$ cat config.mk
export PLATFORM = sky130hd
export DESIGN_NAME = bsfx_exec_unit
export DESIGN_NICKNAME = d
export VERILOG_FILES = /design/src/hdl/bsfx_pkg.sv /design/src/hdl/bsfx_exec_unit.sv /design/src/hdl/bsfx_shift_unit.sv
export VERILOG_INCLUDE_DIRS = /design/src /design/src/hdl
export SDC_FILE = /design/constraint.sdc
export NUM_CORES = 1
export LEC_CHECK = 0
export BUFFER_PORTS_ARGS = -buffer_cell sky130_fd_sc_hd__buf_2
export CORE_AREA = 2 2 103 105
export DETAILED_ROUTE_END_ITERATION = 10
export DIE_AREA = 0 0 105 107
export PLACE_DENSITY = 0.84
export SETUP_SLACK_MARGIN = 0.5
export SLEW_MARGIN = 40
export SYNTH_ARGS = -nofsm -noshare
export SYNTH_HDL_FRONTEND = slang
export SYNTH_HIERARCHICAL = 1
export SYNTH_SLANG_ARGS = --single-unit
export TNS_END_PERCENT = 20
$ cat constraint.sdc
create_clock -name ref_clk -period 2.4 [get_ports ref_clk]
set_input_delay 0.12 -clock ref_clk [delete_from_list [all_inputs] [get_ports ref_clk]]
set_output_delay 0.12 -clock ref_clk [all_outputs]
set_load 0.005 [all_outputs]
$ cat src/hdl/bsfx_regs.svh
// register offsets, field positions, reset values and cycle counts of the bit/shift unit
`ifndef BSFX_REGS_SVH
`define BSFX_REGS_SVH

// ----------------------------------------------------------------------
// register map (byte addresses)
// ----------------------------------------------------------------------
`define BSFX_STATUS_OFF 12'h000
`define BSFX_EXEC_OFF 12'h004

// ----------------------------------------------------------------------
// status register field positions and reset value
// ----------------------------------------------------------------------
`define BSFX_FLAG_C 0
`define BSFX_FLAG_Z 1
`define BSFX_FLAG_N 2
`define BSFX_FLAG_V 3
`define BSFX_FLAG_S 4
`define BSFX_FLAG_H 5
`define BSFX_FLAG_T 6
`define BSFX_FLAG_I 7
`define BSFX_STATUS_RST 8'h00

// ----------------------------------------------------------------------
// execution register fields
// ----------------------------------------------------------------------
`define BSFX_EXEC_BUSY 0
`define BSFX_EXEC_CYC_LSB 1
`define BSFX_EXEC_CNT_LSB 16

// ----------------------------------------------------------------------
// cycle counts
// ----------------------------------------------------------------------
`define BSFX_CYC_NONE 2'h0
`define BSFX_CYC_ONE 2'h1
`define BSFX_CYC_IO 2'h2

`endif

$ cat src/hdl/bsfx_pkg.sv
// types shared by the bit/shift/flag execution unit
package bsfx_pkg;

    // ------------------------------------------------------------------
    // operations
    // ------------------------------------------------------------------
    typedef enum logic [4:0] {
        nop_op = 5'h00,
        io_bit_set_op = 5'h01,
        io_bit_clear_op = 5'h02,
        logical_left_shift_op = 5'h03,
        logical_right_shift_op = 5'h04,
        rotate_left_carry_op = 5'h05,
        rotate_right_carry_op = 5'h06,
        arith_right_shift_op = 5'h07,
        nibble_swap_op = 5'h08,
        generic_flag_set_op = 5'h09,
        generic_flag_clear_op = 5'h0A,
        bit_store_op = 5'h0B,
        bit_load_op = 5'h0C,
        global_irq_enable_op = 5'h0D,
        global_irq_disable_op = 5'h0E,
        sleep_op = 5'h0F,
        watchdog_restart_op = 5'h10,
        break_op = 5'h11
    } bsfx_op_t;

    typedef enum logic [0:0] {
        st_idle = 1'b0,
        st_io_write = 1'b1
    } bsfx_state_t;

    // ------------------------------------------------------------------
    // carriers
    // ------------------------------------------------------------------
    typedef struct packed {
        logic valid;
        bsfx_op_t op;
        logic [4:0] reg_idx;
        logic [7:0] operand;
        logic [2:0] bit_sel;
        logic [4:0] io_addr;
    } bsfx_issue_t;

    typedef struct packed {
        logic we;
        logic [4:0] reg_idx;
        logic [7:0] data;
    } bsfx_result_t;

    typedef struct packed {
        logic rd;
        logic wr;
        logic [4:0] addr;
        logic [7:0] wdata;
    } bsfx_io_req_t;

endpackage : bsfx_pkg

$ cat src/hdl/bsfx_exec_unit.sv
// bit, shift, flag and control execution slice with its APB register port
//
// The APB slave port and the address map were decided locally.
`timescale 1ns/1ps
`include "bsfx_regs.svh"
module bsfx_exec_unit #(
    parameter int COUNT_W = 16 // width of the retired-instruction counter
) (
    input wire logic ref_clk, // core clock
    input wire logic sys_rst, // async reset, active high
    input wire bsfx_pkg::bsfx_issue_t issue, // instruction from decoder
    input wire logic [7:0] io_rdata, // I/O register read data
    output bsfx_pkg::bsfx_result_t result, // working register write-back
    output bsfx_pkg::bsfx_io_req_t io_req, // I/O register access
    output logic [7:0] status_register, // processor status flags
    output logic busy, // fetch stall
    output logic [1:0] cycle_count, // cycles of last accepted op
    output logic sleep_req, // pulse to power-saving logic
    output logic wdt_restart, // pulse to watchdog
    output logic debug_break, // pulse to debug logic
    input wire logic [11:0] paddr, // APB address
    input wire logic psel, // APB select
    input wire logic penable, // APB enable
    input wire logic pwrite, // APB direction
    input wire logic [31:0] pwdata, // APB write data
    input wire logic [3:0] pstrb, // APB byte strobes
    output logic [31:0] prdata, // APB read data
    output logic pready, // APB ready
    output logic pslverr // APB error
);
    if (COUNT_W < 1 || COUNT_W > 16) begin : g_bad_count_w
        $error("COUNT_W must lie between 1 and 16");
    end

    // ------------------------------------------------------------------
    // declarations
    // ------------------------------------------------------------------
    bsfx_pkg::bsfx_state_t state, next_state;
    bsfx_pkg::bsfx_result_t next_result;
    bsfx_pkg::bsfx_io_req_t next_io_req;
    logic [7:0] next_status;
    logic next_busy, next_sleep_req, next_wdt_restart, next_debug_break;
    logic [1:0] next_cycle_count;
    logic pend_set, next_pend_set;
    logic [2:0] pend_bit, next_pend_bit;
    logic [COUNT_W-1:0] retired, next_retired;
    logic [31:0] next_prdata;
    logic next_pready, next_pslverr;
    logic [7:0] sh_dout;
    logic sh_cout;
    logic accept, stat_wr;

    function automatic logic is_status(input logic [11:0] a);
        return a == `BSFX_STATUS_OFF;
    endfunction : is_status

    function automatic logic is_exec(input logic [11:0] a);
        return a == `BSFX_EXEC_OFF;
    endfunction : is_exec

    // flags after a shift or rotate: C, Z, N and V = N xor C
    function automatic logic [7:0] shift_flags(input logic [7:0] st, input logic [7:0] r,
                                               input logic c);
        logic [7:0] f;
        f = st;
        f[`BSFX_FLAG_C] = c;
        f[`BSFX_FLAG_Z] = (r == 8'h00);
        f[`BSFX_FLAG_N] = r[7];
        f[`BSFX_FLAG_V] = r[7] ^ c;
        return f;
    endfunction : shift_flags

    bsfx_shift_unit u_shift (
        .op(issue.op),
        .din(issue.operand),
        .cin(status_register[`BSFX_FLAG_C]),
        .dout(sh_dout),
        .cout(sh_cout)
    );

    assign accept = issue.valid && (state == bsfx_pkg::st_idle);
    assign stat_wr = psel && penable && pready && pwrite && pstrb[0] && is_status(paddr);

    // ------------------------------------------------------------------
    // execution
    // ------------------------------------------------------------------
    always_comb begin
        next_state = bsfx_pkg::st_idle;
        next_result = '0;
        next_io_req = '0;
        next_status = status_register;
        next_busy = 1'b0;
        next_sleep_req = 1'b0;
        next_wdt_restart = 1'b0;
        next_debug_break = 1'b0;
        next_cycle_count = cycle_count;
        next_pend_set = pend_set;
        next_pend_bit = pend_bit;
        next_retired = retired;
        case (state)
            bsfx_pkg::st_idle: begin
                if (issue.valid) begin
                    next_cycle_count = `BSFX_CYC_ONE;
                    next_retired = retired + 1'b1;
                    next_result.reg_idx = issue.reg_idx;
                    case (issue.op)
                        bsfx_pkg::io_bit_set_op,
                        bsfx_pkg::io_bit_clear_op: begin
                            next_io_req.rd = 1'b1;
                            next_io_req.addr = issue.io_addr;
                            next_pend_set = (issue.op == bsfx_pkg::io_bit_set_op);
                            next_pend_bit = issue.bit_sel;
                            next_state = bsfx_pkg::st_io_write;
                            next_busy = 1'b1;
                            next_cycle_count = `BSFX_CYC_IO;
                        end
                        bsfx_pkg::logical_left_shift_op,
                        bsfx_pkg::logical_right_shift_op,
                        bsfx_pkg::rotate_left_carry_op,
                        bsfx_pkg::rotate_right_carry_op,
                        bsfx_pkg::arith_right_shift_op: begin
                            next_result.we = 1'b1;
                            next_result.data = sh_dout;
                            next_status = shift_flags(status_register, sh_dout, sh_cout);
                        end
                        bsfx_pkg::nibble_swap_op: begin
                            next_result.we = 1'b1;
                            next_result.data = {issue.operand[3:0], issue.operand[7:4]};
                        end
                        bsfx_pkg::generic_flag_set_op: begin
                            next_status[issue.bit_sel] = 1'b1;
                        end
                        bsfx_pkg::generic_flag_clear_op: begin
                            next_status[issue.bit_sel] = 1'b0;
                        end
                        bsfx_pkg::global_irq_enable_op: begin
                            next_status[`BSFX_FLAG_I] = 1'b1;
                        end
                        bsfx_pkg::global_irq_disable_op: begin
                            next_status[`BSFX_FLAG_I] = 1'b0;
                        end
                        bsfx_pkg::bit_store_op: begin
                            next_status[`BSFX_FLAG_T] = issue.operand[issue.bit_sel];
                        end
                        bsfx_pkg::bit_load_op: begin
                            next_result.we = 1'b1;
                            next_result.data = issue.operand;
                            next_result.data[issue.bit_sel] = status_register[`BSFX_FLAG_T];
                        end
                        bsfx_pkg::sleep_op: begin
                            next_sleep_req = 1'b1;
                        end
                        bsfx_pkg::watchdog_restart_op: begin
                            next_wdt_restart = 1'b1;
                        end
                        bsfx_pkg::break_op: begin
                            next_debug_break = 1'b1;
                            next_cycle_count = `BSFX_CYC_NONE;
                        end
                        default: begin
                            next_result.we = 1'b0;
                        end
                    endcase
                end
            end
            bsfx_pkg::st_io_write: begin
                // io_rdata answers the read that io_req.rd presents in this same cycle
                next_io_req.wr = 1'b1;
                next_io_req.addr = io_req.addr;
                next_io_req.wdata = io_rdata;
                next_io_req.wdata[pend_bit] = pend_set;
            end
            default: begin
                next_state = bsfx_pkg::st_idle;
            end
        endcase
        // a software write to the status register overrides the instruction
        if (stat_wr) begin
            next_status = pwdata[7:0];
        end
    end

    always_ff @(posedge ref_clk or posedge sys_rst) begin
        if (sys_rst) begin
            state <= bsfx_pkg::st_idle;
            result <= '0;
            io_req <= '0;
            status_register <= `BSFX_STATUS_RST;
            busy <= 1'b0;
            sleep_req <= 1'b0;
            wdt_restart <= 1'b0;
            debug_break <= 1'b0;
            cycle_count <= `BSFX_CYC_NONE;
            pend_set <= 1'b0;
            pend_bit <= 3'h0;
            retired <= '0;
        end else begin
            state <= next_state;
            result <= next_result;
            io_req <= next_io_req;
            status_register <= next_status;
            busy <= next_busy;
            sleep_req <= next_sleep_req;
            wdt_restart <= next_wdt_restart;
            debug_break <= next_debug_break;
            cycle_count <= next_cycle_count;
            pend_set <= next_pend_set;
            pend_bit <= next_pend_bit;
            retired <= next_retired;
        end
    end

    // ------------------------------------------------------------------
    // APB slave
    // ------------------------------------------------------------------
    always_comb begin
        next_pready = psel && !penable;
        next_pslverr = 1'b0;
        next_prdata = 32'h0000_0000;
        if (psel && !penable) begin
            if (is_status(paddr)) begin
                next_prdata[7:0] = status_register;
            end else if (is_exec(paddr)) begin
                next_prdata[`BSFX_EXEC_BUSY] = busy;
                next_prdata[`BSFX_EXEC_CYC_LSB +: 2] = cycle_count;
                next_prdata[`BSFX_EXEC_CNT_LSB +: 16] = 16'(retired);
            end else begin
                next_pslverr = 1'b1;
            end
        end
    end

    always_ff @(posedge ref_clk or posedge sys_rst) begin
        if (sys_rst) begin
            prdata <= 32'h0000_0000;
            pready <= 1'b0;
            pslverr <= 1'b0;
        end else begin
            prdata <= next_prdata;
            pready <= next_pready;
            pslverr <= next_pslverr;
        end
    end

    // ------------------------------------------------------------------
    // checks
    // ------------------------------------------------------------------
    logic [7:0] prev_opnd, prev_status;
    logic [2:0] prev_bit;

    always_ff @(posedge ref_clk) begin
        prev_opnd <= issue.operand;
        prev_status <= status_register;
        prev_bit <= issue.bit_sel;
    end
endmodule : bsfx_exec_unit

$ cat src/hdl/bsfx_shift_unit.sv
// combinational shifter and rotator of the bit/shift unit
`timescale 1ns/1ps
module bsfx_shift_unit (
    input wire bsfx_pkg::bsfx_op_t op, // operation
    input wire logic [7:0] din, // operand
    input wire logic cin, // carry before
    output logic [7:0] dout, // shifted value
    output logic cout // carry after
);
    always_comb begin
        dout = din;
        cout = cin;
        case (op)
            bsfx_pkg::logical_left_shift_op: begin
                dout = {din[6:0], 1'b0};
                cout = din[7];
            end
            bsfx_pkg::logical_right_shift_op: begin
                dout = {1'b0, din[7:1]};
                cout = din[0];
            end
            bsfx_pkg::rotate_left_carry_op: begin
                dout = {din[6:0], cin};
                cout = din[7];
            end
            bsfx_pkg::rotate_right_carry_op: begin
                dout = {cin, din[7:1]};
                cout = din[0];
            end
            bsfx_pkg::arith_right_shift_op: begin
                dout = {din[7], din[7:1]};
                cout = din[0];
            end
            default: begin
                dout = din;
                cout = cin;
            end
        endcase
    end
endmodule : bsfx_shift_unit

# Yosys cells after proc, flatten, opt, wreduce, memory -nomap -nowiden
# Index checks and enable logic that the tools add are counted.
dict set report totals {
  register_bits 88
  output_inout_bits 77
}
dict set report classes {
  addsub 1
  n_lt_le_gt_ge 4
  eq_ne 20
  muxes 48
  bitwise_logic 5
  reduce_logical 27
}
# op n
set op_table {}
lappend op_table {{$mux 16} 3}
lappend op_table {{$eq 5x4->1 const B} 8}
lappend op_table {{$mux 8} 5}
lappend op_table {{$pmux 8 s5} 1}
lappend op_table {{$mux 14} 2}
lappend op_table {{$pmux 8 s3} 1}
lappend op_table {{$eq 5x3->1 const B} 4}
lappend op_table {{$mux 1} 20}
lappend op_table {{$mux 5} 4}
lappend op_table {{$pmux 6 s3} 1}
lappend op_table {{$add 16x1->16 const B} 1}
lappend op_table {{$bwmux 8} 2}
lappend op_table {{$eq 12x3->1 const B} 1}
lappend op_table {{$logic_not 12->1} 1}
lappend op_table {{$reduce_and 3->1} 4}
lappend op_table {{$eq 5x2->1 const B} 2}
lappend op_table {{$eq 5x5->1 const B} 2}
lappend op_table {{$and 8x8->8} 1}
lappend op_table {{$logic_and 1x1->1} 8}
lappend op_table {{$logic_not 8->1} 1}
lappend op_table {{$lt 3x4->1 const B} 2}
lappend op_table {{$not 8->8} 1}
lappend op_table {{$or 8x8->8} 1}
lappend op_table {{$reduce_bool 4->1} 2}
lappend op_table {{23 further kinds} 27}

# Longest topological paths before layout
# Gate-level depths: netlist of run 1.
dict set report logic_depth {
  ltp_word 10
  depth_mapped 9
  ltp_nobuf 8
}

# Hierarchy
# Netlist of run 1, hierarchy kept.
# module instances cells_each area_each_um2
set by_module_without_submodules {}
lappend by_module_without_submodules {bsfx_exec_unit 1 378 4087.7}
lappend by_module_without_submodules {bsfx_shift_unit 1 45 324.1}

# Worst setup path before layout of run 1
# Ideal clock, no wire load.
dict set report synth_timing {
  kind {register -> register}
  startpoint {register state}
  endpoint {register pend_bit[2]}
  setup_ns 0.128
  t_arrival_ns 1.512
  required_ns 2.272
  path_slack_ns 0.760
  stages_incl_launch_ff 7
  n_path_buf 1
  period_less_slack_ns 1.640
  cell_sequence {dfrtp_1 > nand2b_1 > nor2_1 > nand2_1 > nor2_1 > buf_2 > mux2_1}
}
dict set report synth_via {
  elab_chain_cells 2
}
# element line_no
set synth_lines {}
lappend synth_lines {{start: declaration} bsfx_exec_unit.sv:38} ;# bsfx_pkg::bsfx_state_t state, next_state;
lappend synth_lines {{start signal: assignment} bsfx_exec_unit.sv:185} ;# state <= bsfx_pkg::st_idle;
lappend synth_lines {{start signal: assignment} bsfx_exec_unit.sv:198} ;# state <= next_state;
lappend synth_lines {{$not 1->1 (no line)} n/a}
lappend synth_lines {{$reduce_and 3->1 (no line)} n/a}
lappend synth_lines {{end signal: assignment} bsfx_exec_unit.sv:208} ;# pend_bit <= next_pend_bit;
lappend synth_lines {{end: declaration} bsfx_exec_unit.sv:45} ;# logic [2:0] pend_bit, next_pend_bit;
# No other way between the ends.
# A chain may end at the register's enable or synchronous reset.

# Worst setup path in the final report of run 1
dict set report layout_timing {
  startpoint {register status_register[0]}
  endpoint {register status_register[1]}
}
dict set report layout_via {
  elab_chain_cells 6
}
# element line_no
set layout_lines {}
lappend layout_lines {{start: declaration} bsfx_exec_unit.sv:15} ;# output logic [7:0] status_register,
lappend layout_lines {{start signal: assignment} bsfx_exec_unit.sv:188} ;# status_register <= `BSFX_STATUS_RST;
lappend layout_lines {{start signal: assignment} bsfx_exec_unit.sv:201} ;# status_register <= next_status;
lappend layout_lines {{$pmux 8 s5} bsfx_shift_unit.sv:13} ;# case (op)
lappend layout_lines {{net sh_dout[0]} bsfx_exec_unit.sv:49} ;# logic [7:0] sh_dout;
lappend layout_lines {{$logic_not 8->1} bsfx_exec_unit.sv:67} ;# f[`BSFX_FLAG_Z] = (r == 8'h00);
lappend layout_lines {{$pmux 6 s3} bsfx_exec_unit.sv:106} ;# case (issue.op)
lappend layout_lines {{$mux 8} bsfx_exec_unit.sv:102} ;# if (issue.valid) begin
lappend layout_lines {{$mux 8} bsfx_exec_unit.sv:100} ;# case (state)
lappend layout_lines {{$mux 8} bsfx_exec_unit.sv:178} ;# if (stat_wr) begin
# The timed path passes the listed nets, and every way through them passes these cells. The select of a mux whose other input is x is not followed.

==> results.md, run 1 <==
- Crit Path Max Fanout: 7
- Most used flip-flop cell after synthesis: dfrtp_1
- Inserted Clock Buffers: 9
- CTS tree: done
- Syn Area/Cell: 10.4 um^2
- Post-layout min period: 1.87 ns
- Final Hold Vio Count: 0
- Fin util: 0.560
- Post-route setup slack: 0.529 ns
- DIE WIDTH: 105 um
- TNS Setup: 0 ns
- Vias: 3796
- Ratio of total power to cell area: 621 nW/um^2
- Syn Inst Count: 423
- Simple logic cell fraction of the synthesized area: 0.218
- Synth Area in Compound Gates: 0.124
- Maxcap violations: 0
- Max IR drop VDD: 0.312 mV
- DP HPWL: 8150 um
- Fin cells: 707
- Yosys Warn Count: 6
- Pin count of the biggest net entering global routing: 39
- Post-synthesis xor/xnor area fraction: 0.0374
- Multiplexer share of the synthesized area: 0.0678
- Final Cell Area: 5650 um^2
- Placed Instances: 671
- Top cells by count, synth: 88 x dfrtp_1, 30 x and2_1, 28 x nor2_1
- Final Skew: 0.00937 ns
- Placed Area: 5170 um^2
- Diode count: 0
- Share of the synthesized area in the top cell type: 0.499
- Ranking of synthesized cells by area: dfrtp_1 50%, and2_1 4.3%, mux2i_1 3.6%
- Via density: 5.37
- Number of buffers added for setup after CTS: 0
- Standard-cell row count: 37
- R2R Path End: status_register[1]
- H-tree depth: 3
- Nature of the critical path endpoint: flip-flop
- Final #Nets: 655
- Routability cong.: 0.883
- Dpl ws: 0.380 ns
- Die area: 11200 um^2
- Worst Hold End: status_register[2]
- Unique cell type count in the Yosys netlist: 65
- I/O pin cnt: 165
- Share of layout cells above drive strength 1: 0.313
- Yosys top cell by area: dfrtp_1
- WP data arrival: 2.15 ns
- Storage cell area: 2200 um^2
- Wirelength per Cell: 16.3 um
- Hold Path Origin: pwdata[2]
- Number of port buffers: 129
- CTS root buf: clkbuf_8
- Post-synth EDFFs: 0
- Reg2Reg Depth: 7
- Status: completed
- Peak Freq: 534 MHz
- Area share of fa/ha/maj cells after synthesis: 0.00284
- Static Leak: 2.81 nW
- Initial DRC count: 251
- Slew Viols, Final: 0
- WHS: 0.0165 ns
- Initial antenna violation count: 0
- Worst-Margin Slew: 0.627 ns
- CTS Buffer Depth: 2
- GRT overflow: 0
- Critical path class: flip-flop to flip-flop
- Mapped cell area: 4410 um^2
- Clk Latency, worst-skew pair: 0.36 ns
- First-pass GRT wire length: 18500 um
- Initial Util: 0.437
- RSZ-0062 raised after global routing: true
- Drt pass-1 iters: 5
- Startpoint Class: flip-flop
- Core area: 10100 um^2
- GRT Util Overall: 0.206
- Multi-input logic area: 2030 um^2
- Crit path required time: 2.68 ns
- #FFs+latches synth: 88
- Tot Pwr: 3.51 mW
- Remaining DRCs: 0
- Max-Slew Margin vs Limit: 0.579
- Largest family of logic cells by synthesized area: simple AND/OR/NAND/NOR gates
- Tightest Hold Check Type: primary input to flip-flop
- Setup violators final: 0
- Hold Path Cell Cnt: 3
- Synthesis-to-finish area growth: 28.1%
- R2R Path Start: status_register[0]
- Register area share after synthesis: 0.499
- Reg2reg setup slack: 0.53 ns
- Routed WL: 11500 um
- Clock Pin Slew Worst Setup and Hold Paths: 0.09 ns
- TritonCTS Sinks: 88
- Die height: 107 um
- Top-count cell post-synth: dfrtp_1
- Fillers: 865
- Ys async rst share: 1.00
- Final period util: 0.780
- Remaining antenna violation count: 0
- Vias in the first global route: 3667
critical path, stage by stage, from the launching register on:
cell,delay [ns]
dfrtp_1,0.49
mux2_4,0.31
a22o_1,0.21
nor4_1,0.17
nand2_1,0.12
o32ai_1,0.25
a221oi_1,0.12
a21oi_1,0.12
how the worst max path moves through the flow:
stage	start	endpoint	slack (ns)	depth (start not counted)
3_5_place_dp	issue[23]	status_register[0]	0.38	9
5_1_grt	status_register[0]	status_register[1]	0.42	7
4_1_cts	state	pend_bit[1]	0.41	5
2_1_floorplan	state	pend_bit[2]	0.76	6
3_3_place_gp	issue[23]	status_register[0]	0.45	9
6_report	status_register[0]	status_register[1]	0.53	7
repair_timing:
item	CTS	global route
hold buffers	19	0
setup endpoints to repair	11	16
resized for setup	1	3
endpoints found under the hold margin	53	0
state kept, by name (all words and copies together) (netlist names):
signal,cells
cycle_count,2
retired,16
debug_break,1
pend_bit,3
pslverr,1
sleep_req,1
wdt_restart,1
state,1
pready,1
result,14
status_register,8
prdata,24
io_req,14
pend_set,1
cell type report:
cell class              count  area share
clock buffers               9      0.0219
clock inverters             7      0.0226
inverters                   6     0.00465
multi-input cells         299       0.359
flip-flops and latches     88       0.390
well taps                 136      0.0301
repair buffers            162       0.172
layer usage:
metal | track usage | vias to the layer above | part of all wire
met2 | 0.360 | 158 | 0.51
met4 | 0.0686 | 0 | 0.011
met3 | 0.0310 | 11 | 0.057
li1 | - | 1781 | -
met5 | 0 | - | 0
met1 | 0.262 | 1846 | 0.43
power breakdown:
part / total (mW) / leakage [nW] / switching [mW] / internal, mW
registers: 1.71 / 1.19 / 0.132 / 1.57
clock network: 1.25 / 0.126 / 0.546 / 0.706
logic: 0.554 / 1.50 / 0.292 / 0.262
layout by cell type (no fill, tap or decap), types with 3 or more instances in the layout:
cell type	count
a211oi_1	5
nor2b_1	13
nand4_1	12
a21o_1	4
and2_1	30
buf_4	12
o21ai_0	7
a21oi_1	12
clkbuf_8	9
conb_1	8
o21ai_1	6
dfrtp_1	88
xnor2_1	15
nor3b_1	5
nor3_1	13
nand3_1	18
nor2_1	27
nor4_1	3
nand3b_1	3
a22o_1	7
inv_1	5
buf_2	129
nand2_1	21
nand2b_1	3
mux2_1	10
bufinv_16	3
dlygate4sd3_1	19
a31oi_1	10
a222oi_1	8
mux2i_1	16
logic make-up (layout without fill, tap and decap cells):
kind of cell,Yosys count,in the layout
flops,88,88
mux,28,28
simple gates,168,168
buf+inv,43,184
compound gates,76,76
other cells,1,8
fa+ha+maj,1,1
xor+xnor,18,18
Power figures use the tool's default switching activity.
==> run 2, diff against run 1 <==
--- a/config.mk
+++ b/config.mk
@@ -7,10 +7,10 @@
 export NUM_CORES = 1
 export LEC_CHECK = 0
 export BUFFER_PORTS_ARGS = -buffer_cell sky130_fd_sc_hd__buf_2
-export CORE_AREA = 2 2 103 105
+export CORE_AREA = 2 2 97 99
 export DETAILED_ROUTE_END_ITERATION = 10
-export DIE_AREA = 0 0 105 107
-export PLACE_DENSITY = 0.84
+export DIE_AREA = 0 0 99 101
+export PLACE_DENSITY = 0.89
 export SETUP_SLACK_MARGIN = 0.5
 export SLEW_MARGIN = 40
 export SYNTH_ARGS = -nofsm -noshare
==> constraint.sdc (replaced) <==
create_clock -name ref_clk -period 1.82 [get_ports ref_clk]
set_input_delay 0.091 -clock ref_clk [delete_from_list [all_inputs] [get_ports ref_clk]]
set_output_delay 0.091 -clock ref_clk [all_outputs]
set_load 0.005 [all_outputs]
==> run 2 against run 1 <==
Net effect:
- worst setup slack lost 0.49 ns
- via count up 5.0%
- non-clock buffer count increased by 18
- sequential cell count stayed put
- sequential power up 32%
- design area increased by 6.7%
- wire length rose by 6.8%
- clock power up 18%
- power rose by 32%
- register-to-register slack lost 0.49 ns
- final cell count shrank 1.1%
- clock skew hardly changed
- critical endpoint unchanged
- highest routed layer unchanged
==> results.md, run 2 (synthesis results as in run 1) <==
- Status: completed
- Die height: 101 um (-5.6%)
- DIE WIDTH: 99 um (-5.7%)
- Tightest Hold Check Type: primary input to flip-flop
- Number of port buffers: 129 (unchanged)
- Slew Viols, Final: 0 (unchanged)
- WP data arrival: 2.06 ns (-0.09 ns)
- Final Cell Area: 6030 um^2 (+6.7%)
- WHS: 0.00963 ns (-0.00686 ns)
- Static Leak: 2.99 nW (+6.3%)
- Crit-path cells: mux2_4 > a22o_1 > nor4_2 > nand2_1 > o32ai_2 > a221oi_2 > a21oi_1
- Internal power: 3.27 mW (+29%)
- Final #Nets: 673 (+2.7%)
- R2R Path Start: status_register[0]
- Critical path class: flip-flop to flip-flop
- CTS tree: done
- Post-layout min period: 1.78 ns (-0.0944 ns)
- Clock Pin Slew Worst Setup and Hold Paths: 0.09 ns (about the same)
- Vias in the first global route: 3886 (+6.0%)
- Share of layout cells above drive strength 1: 0.403 (+0.0896)
- Largest Register: prdata
- I/O pin cnt: 165 (unchanged)
- Vias: 3986 (+5.0%)
- Placed Area: 5230 um^2 (+1.1%)
- Final Hold Vio Count: 0 (unchanged)
- Remaining DRCs: 0 (unchanged)
- Synthesis-to-finish area growth: 36.8%
- GRT overflow: 0 (unchanged)
- Regs by FF count: prdata x24, retired x16
- Initial DRC count: 325 (+29%)
- Most frequent cells in the layout: 129 x buf_2, 86 x dfrtp_1, 30 x and2_1
- Clk Latency, worst-skew pair: 0.37 ns (about the same)
- Die area: 10000 um^2 (-11%)
- Max IR drop VDD: 0.352 mV (+13%)
- Commonest non-fill, non-tap cell in the layout: buf_2
- Largest register FFs: 24 (unchanged)
- Final Skew: 0.00921 ns (-0.000154 ns)
- Maxcap violations: 0 (unchanged)
- First-pass GRT wire length: 18800 um (+1.6%)
- GRT Util Overall: 0.238 (+0.0319)
- Fillers: 658 (-24%)
- TritonCTS Sinks: 88 (unchanged)
- Core area: 8980 um^2 (-11%)
- Max-Slew Margin vs Limit: 0.573 (-0.00647)
- Critical path's slowest cell: dfrtp_2
- Setup violators final: 0 (unchanged)
- Switching Power: 1.35 mW (+39%)
- Net switching fraction of the power: 0.292 (+0.0155)
- Reg2Reg Depth: 7 (unchanged)
- Final period util: 0.976 (+0.197)
- Inserted Clock Buffers: 9 (unchanged)
- Worst Hold End: io_req[5]
- Hold Path Origin: io_rdata[5]
- Sequential cell fraction of total power: 0.488 (+0.002)
- Initial Util: 0.491 (+0.0543)
- Drt pass-1 iters: 7 (+2)
- Crit Path Max Fanout: 4 (-3)
- Max incr delay on CP: 0.45 ns (-0.04 ns)
- Remaining antenna violation count: 0 (unchanged)
- Routed WL: 12300 um (+6.8%)
- H-tree depth: 3 (unchanged)
- R2R Path End: status_register[1]
- Pin count of the biggest net entering global routing: 55 (+41%)
- CTS root buf: clkbuf_8
- Diode count: 0 (unchanged)
- CTS Buffer Depth: 2 (unchanged)
- Routability cong.: 0.943 (+6.8%)
- Ratio of total power to cell area: 765 nW/um^2 (+23%)
- Clock power share: 0.321 (-0.036)
- Reg2reg setup slack: 0.04 ns (-0.49 ns)
- Worst-Margin Slew: 0.641 ns (+0.0139 ns)
- DP HPWL: 8320 um (+2.1%)
- Comb power frac: 0.191 (+0.033)
- Wirelength per Cell: 17.6 um (+8.0%)
- Initial antenna violation count: 0 (unchanged)
- Via density: 5.70 (+6.2%)
- Crit path required time: 2.10 ns (-0.58 ns)
- Nature of the critical path endpoint: flip-flop
- RSZ-0062 raised after global routing: true
- Startpoint Class: flip-flop
- Standard-cell row count: 35 (-5.4%)
- Peak Freq: 563 MHz (+5.3%)
- Hold Path Cell Cnt: 3 (unchanged)
run 2: metrics by stage:
stage / worst slack, ns / power (mW) / TNS (ns) / util / cells
2_1_floorplan: 0.180 / 2.71 / 0 / - / 430
3_5_place_dp: -0.0283 / 2.98 / -0.0283 / 0.582 / 656
4_1_cts: 0.0889 / 4.55 / 0 / 0.644 / 698
5_1_grt: -0.0161 / 4.81 / -0.0161 / 0.672 / 699
3_3_place_gp: 0.0393 / 2.94 / 0 / 0.582 / 656
6_report: 0.0434 / 4.62 / 0 / 0.672 / 699
run 2: worst max-delay path by stage:
stage                        from            endpoint  slack (ns)  cells past startpoint
2_1_floorplan               state         pend_bit[2]        0.18                      6
3_3_place_gp            issue[22]  status_register[1]        0.04                      9
3_5_place_dp            issue[22]  status_register[1]       -0.03                      9
4_1_cts        status_register[0]  status_register[1]        0.09                      7
5_1_grt        status_register[0]  status_register[1]       -0.02                      7
6_report       status_register[0]  status_register[1]        0.04                      7
run 2: power groups by stage:
stage / logic [mW] / registers (mW) / clock network [mW]
final: 0.883 / 2.25 / 1.48
after global routing: 0.964 / 2.27 / 1.57
after CTS: 0.799 / 2.24 / 1.51
after detailed placement: 0.694 / 2.29 / 0
after global placement: 0.668 / 2.27 / 0
after floorplan: 0.508 / 2.20 / 0
run 2: area by class of cell:
type / instances / area, um^2 / area share
Timing Repair Buffer: 180 / 1140 / 0.189
Sequential cell: 88 / 2200 / 0.365
Inverter: 6 / 26.3 / 0.00436
Tap cell: 111 / 139 / 0.0230
Clock inverter: 6 / 92.6 / 0.0153
Clock buffer: 9 / 124 / 0.0205
Multi-Input combinational cell: 299 / 2310 / 0.382
run 2: critical path: cells and delay by family, from the launching register on:
kind	cells	cell delay [ns]
multiplexers	1	0.27
AND/OR/NAND/NOR	2	0.28
AO/OA/AOI/OAI	4	0.71
flip-flops	1	0.45
run 2: timing repair:
| item | in CTS | in global routing |
|---|---|---|
| endpoints found under the setup margin | 41 | 45 |
| pin swaps | 9 | 56 |
| buffers inserted | 5 | 1 |
| endpoints found under the hold margin | 109 | 0 |
| hold buffers | 22 | 0 |
| resized for setup | 15 | 53 |
run 2: per-layer routing:
| metal | GRT usage | vias to the layer above | wire (um) | part of all wire |
|---|---|---|---|---|
| met5 | 0 | - | 0 | 0 |
| met4 | 0.0843 | 0 | 240 | 0.020 |
| met3 | 0.0340 | 22 | 940 | 0.076 |
| met1 | 0.305 | 1934 | 4760 | 0.39 |
| met2 | 0.414 | 205 | 6350 | 0.52 |
| li1 | - | 1825 | - | - |
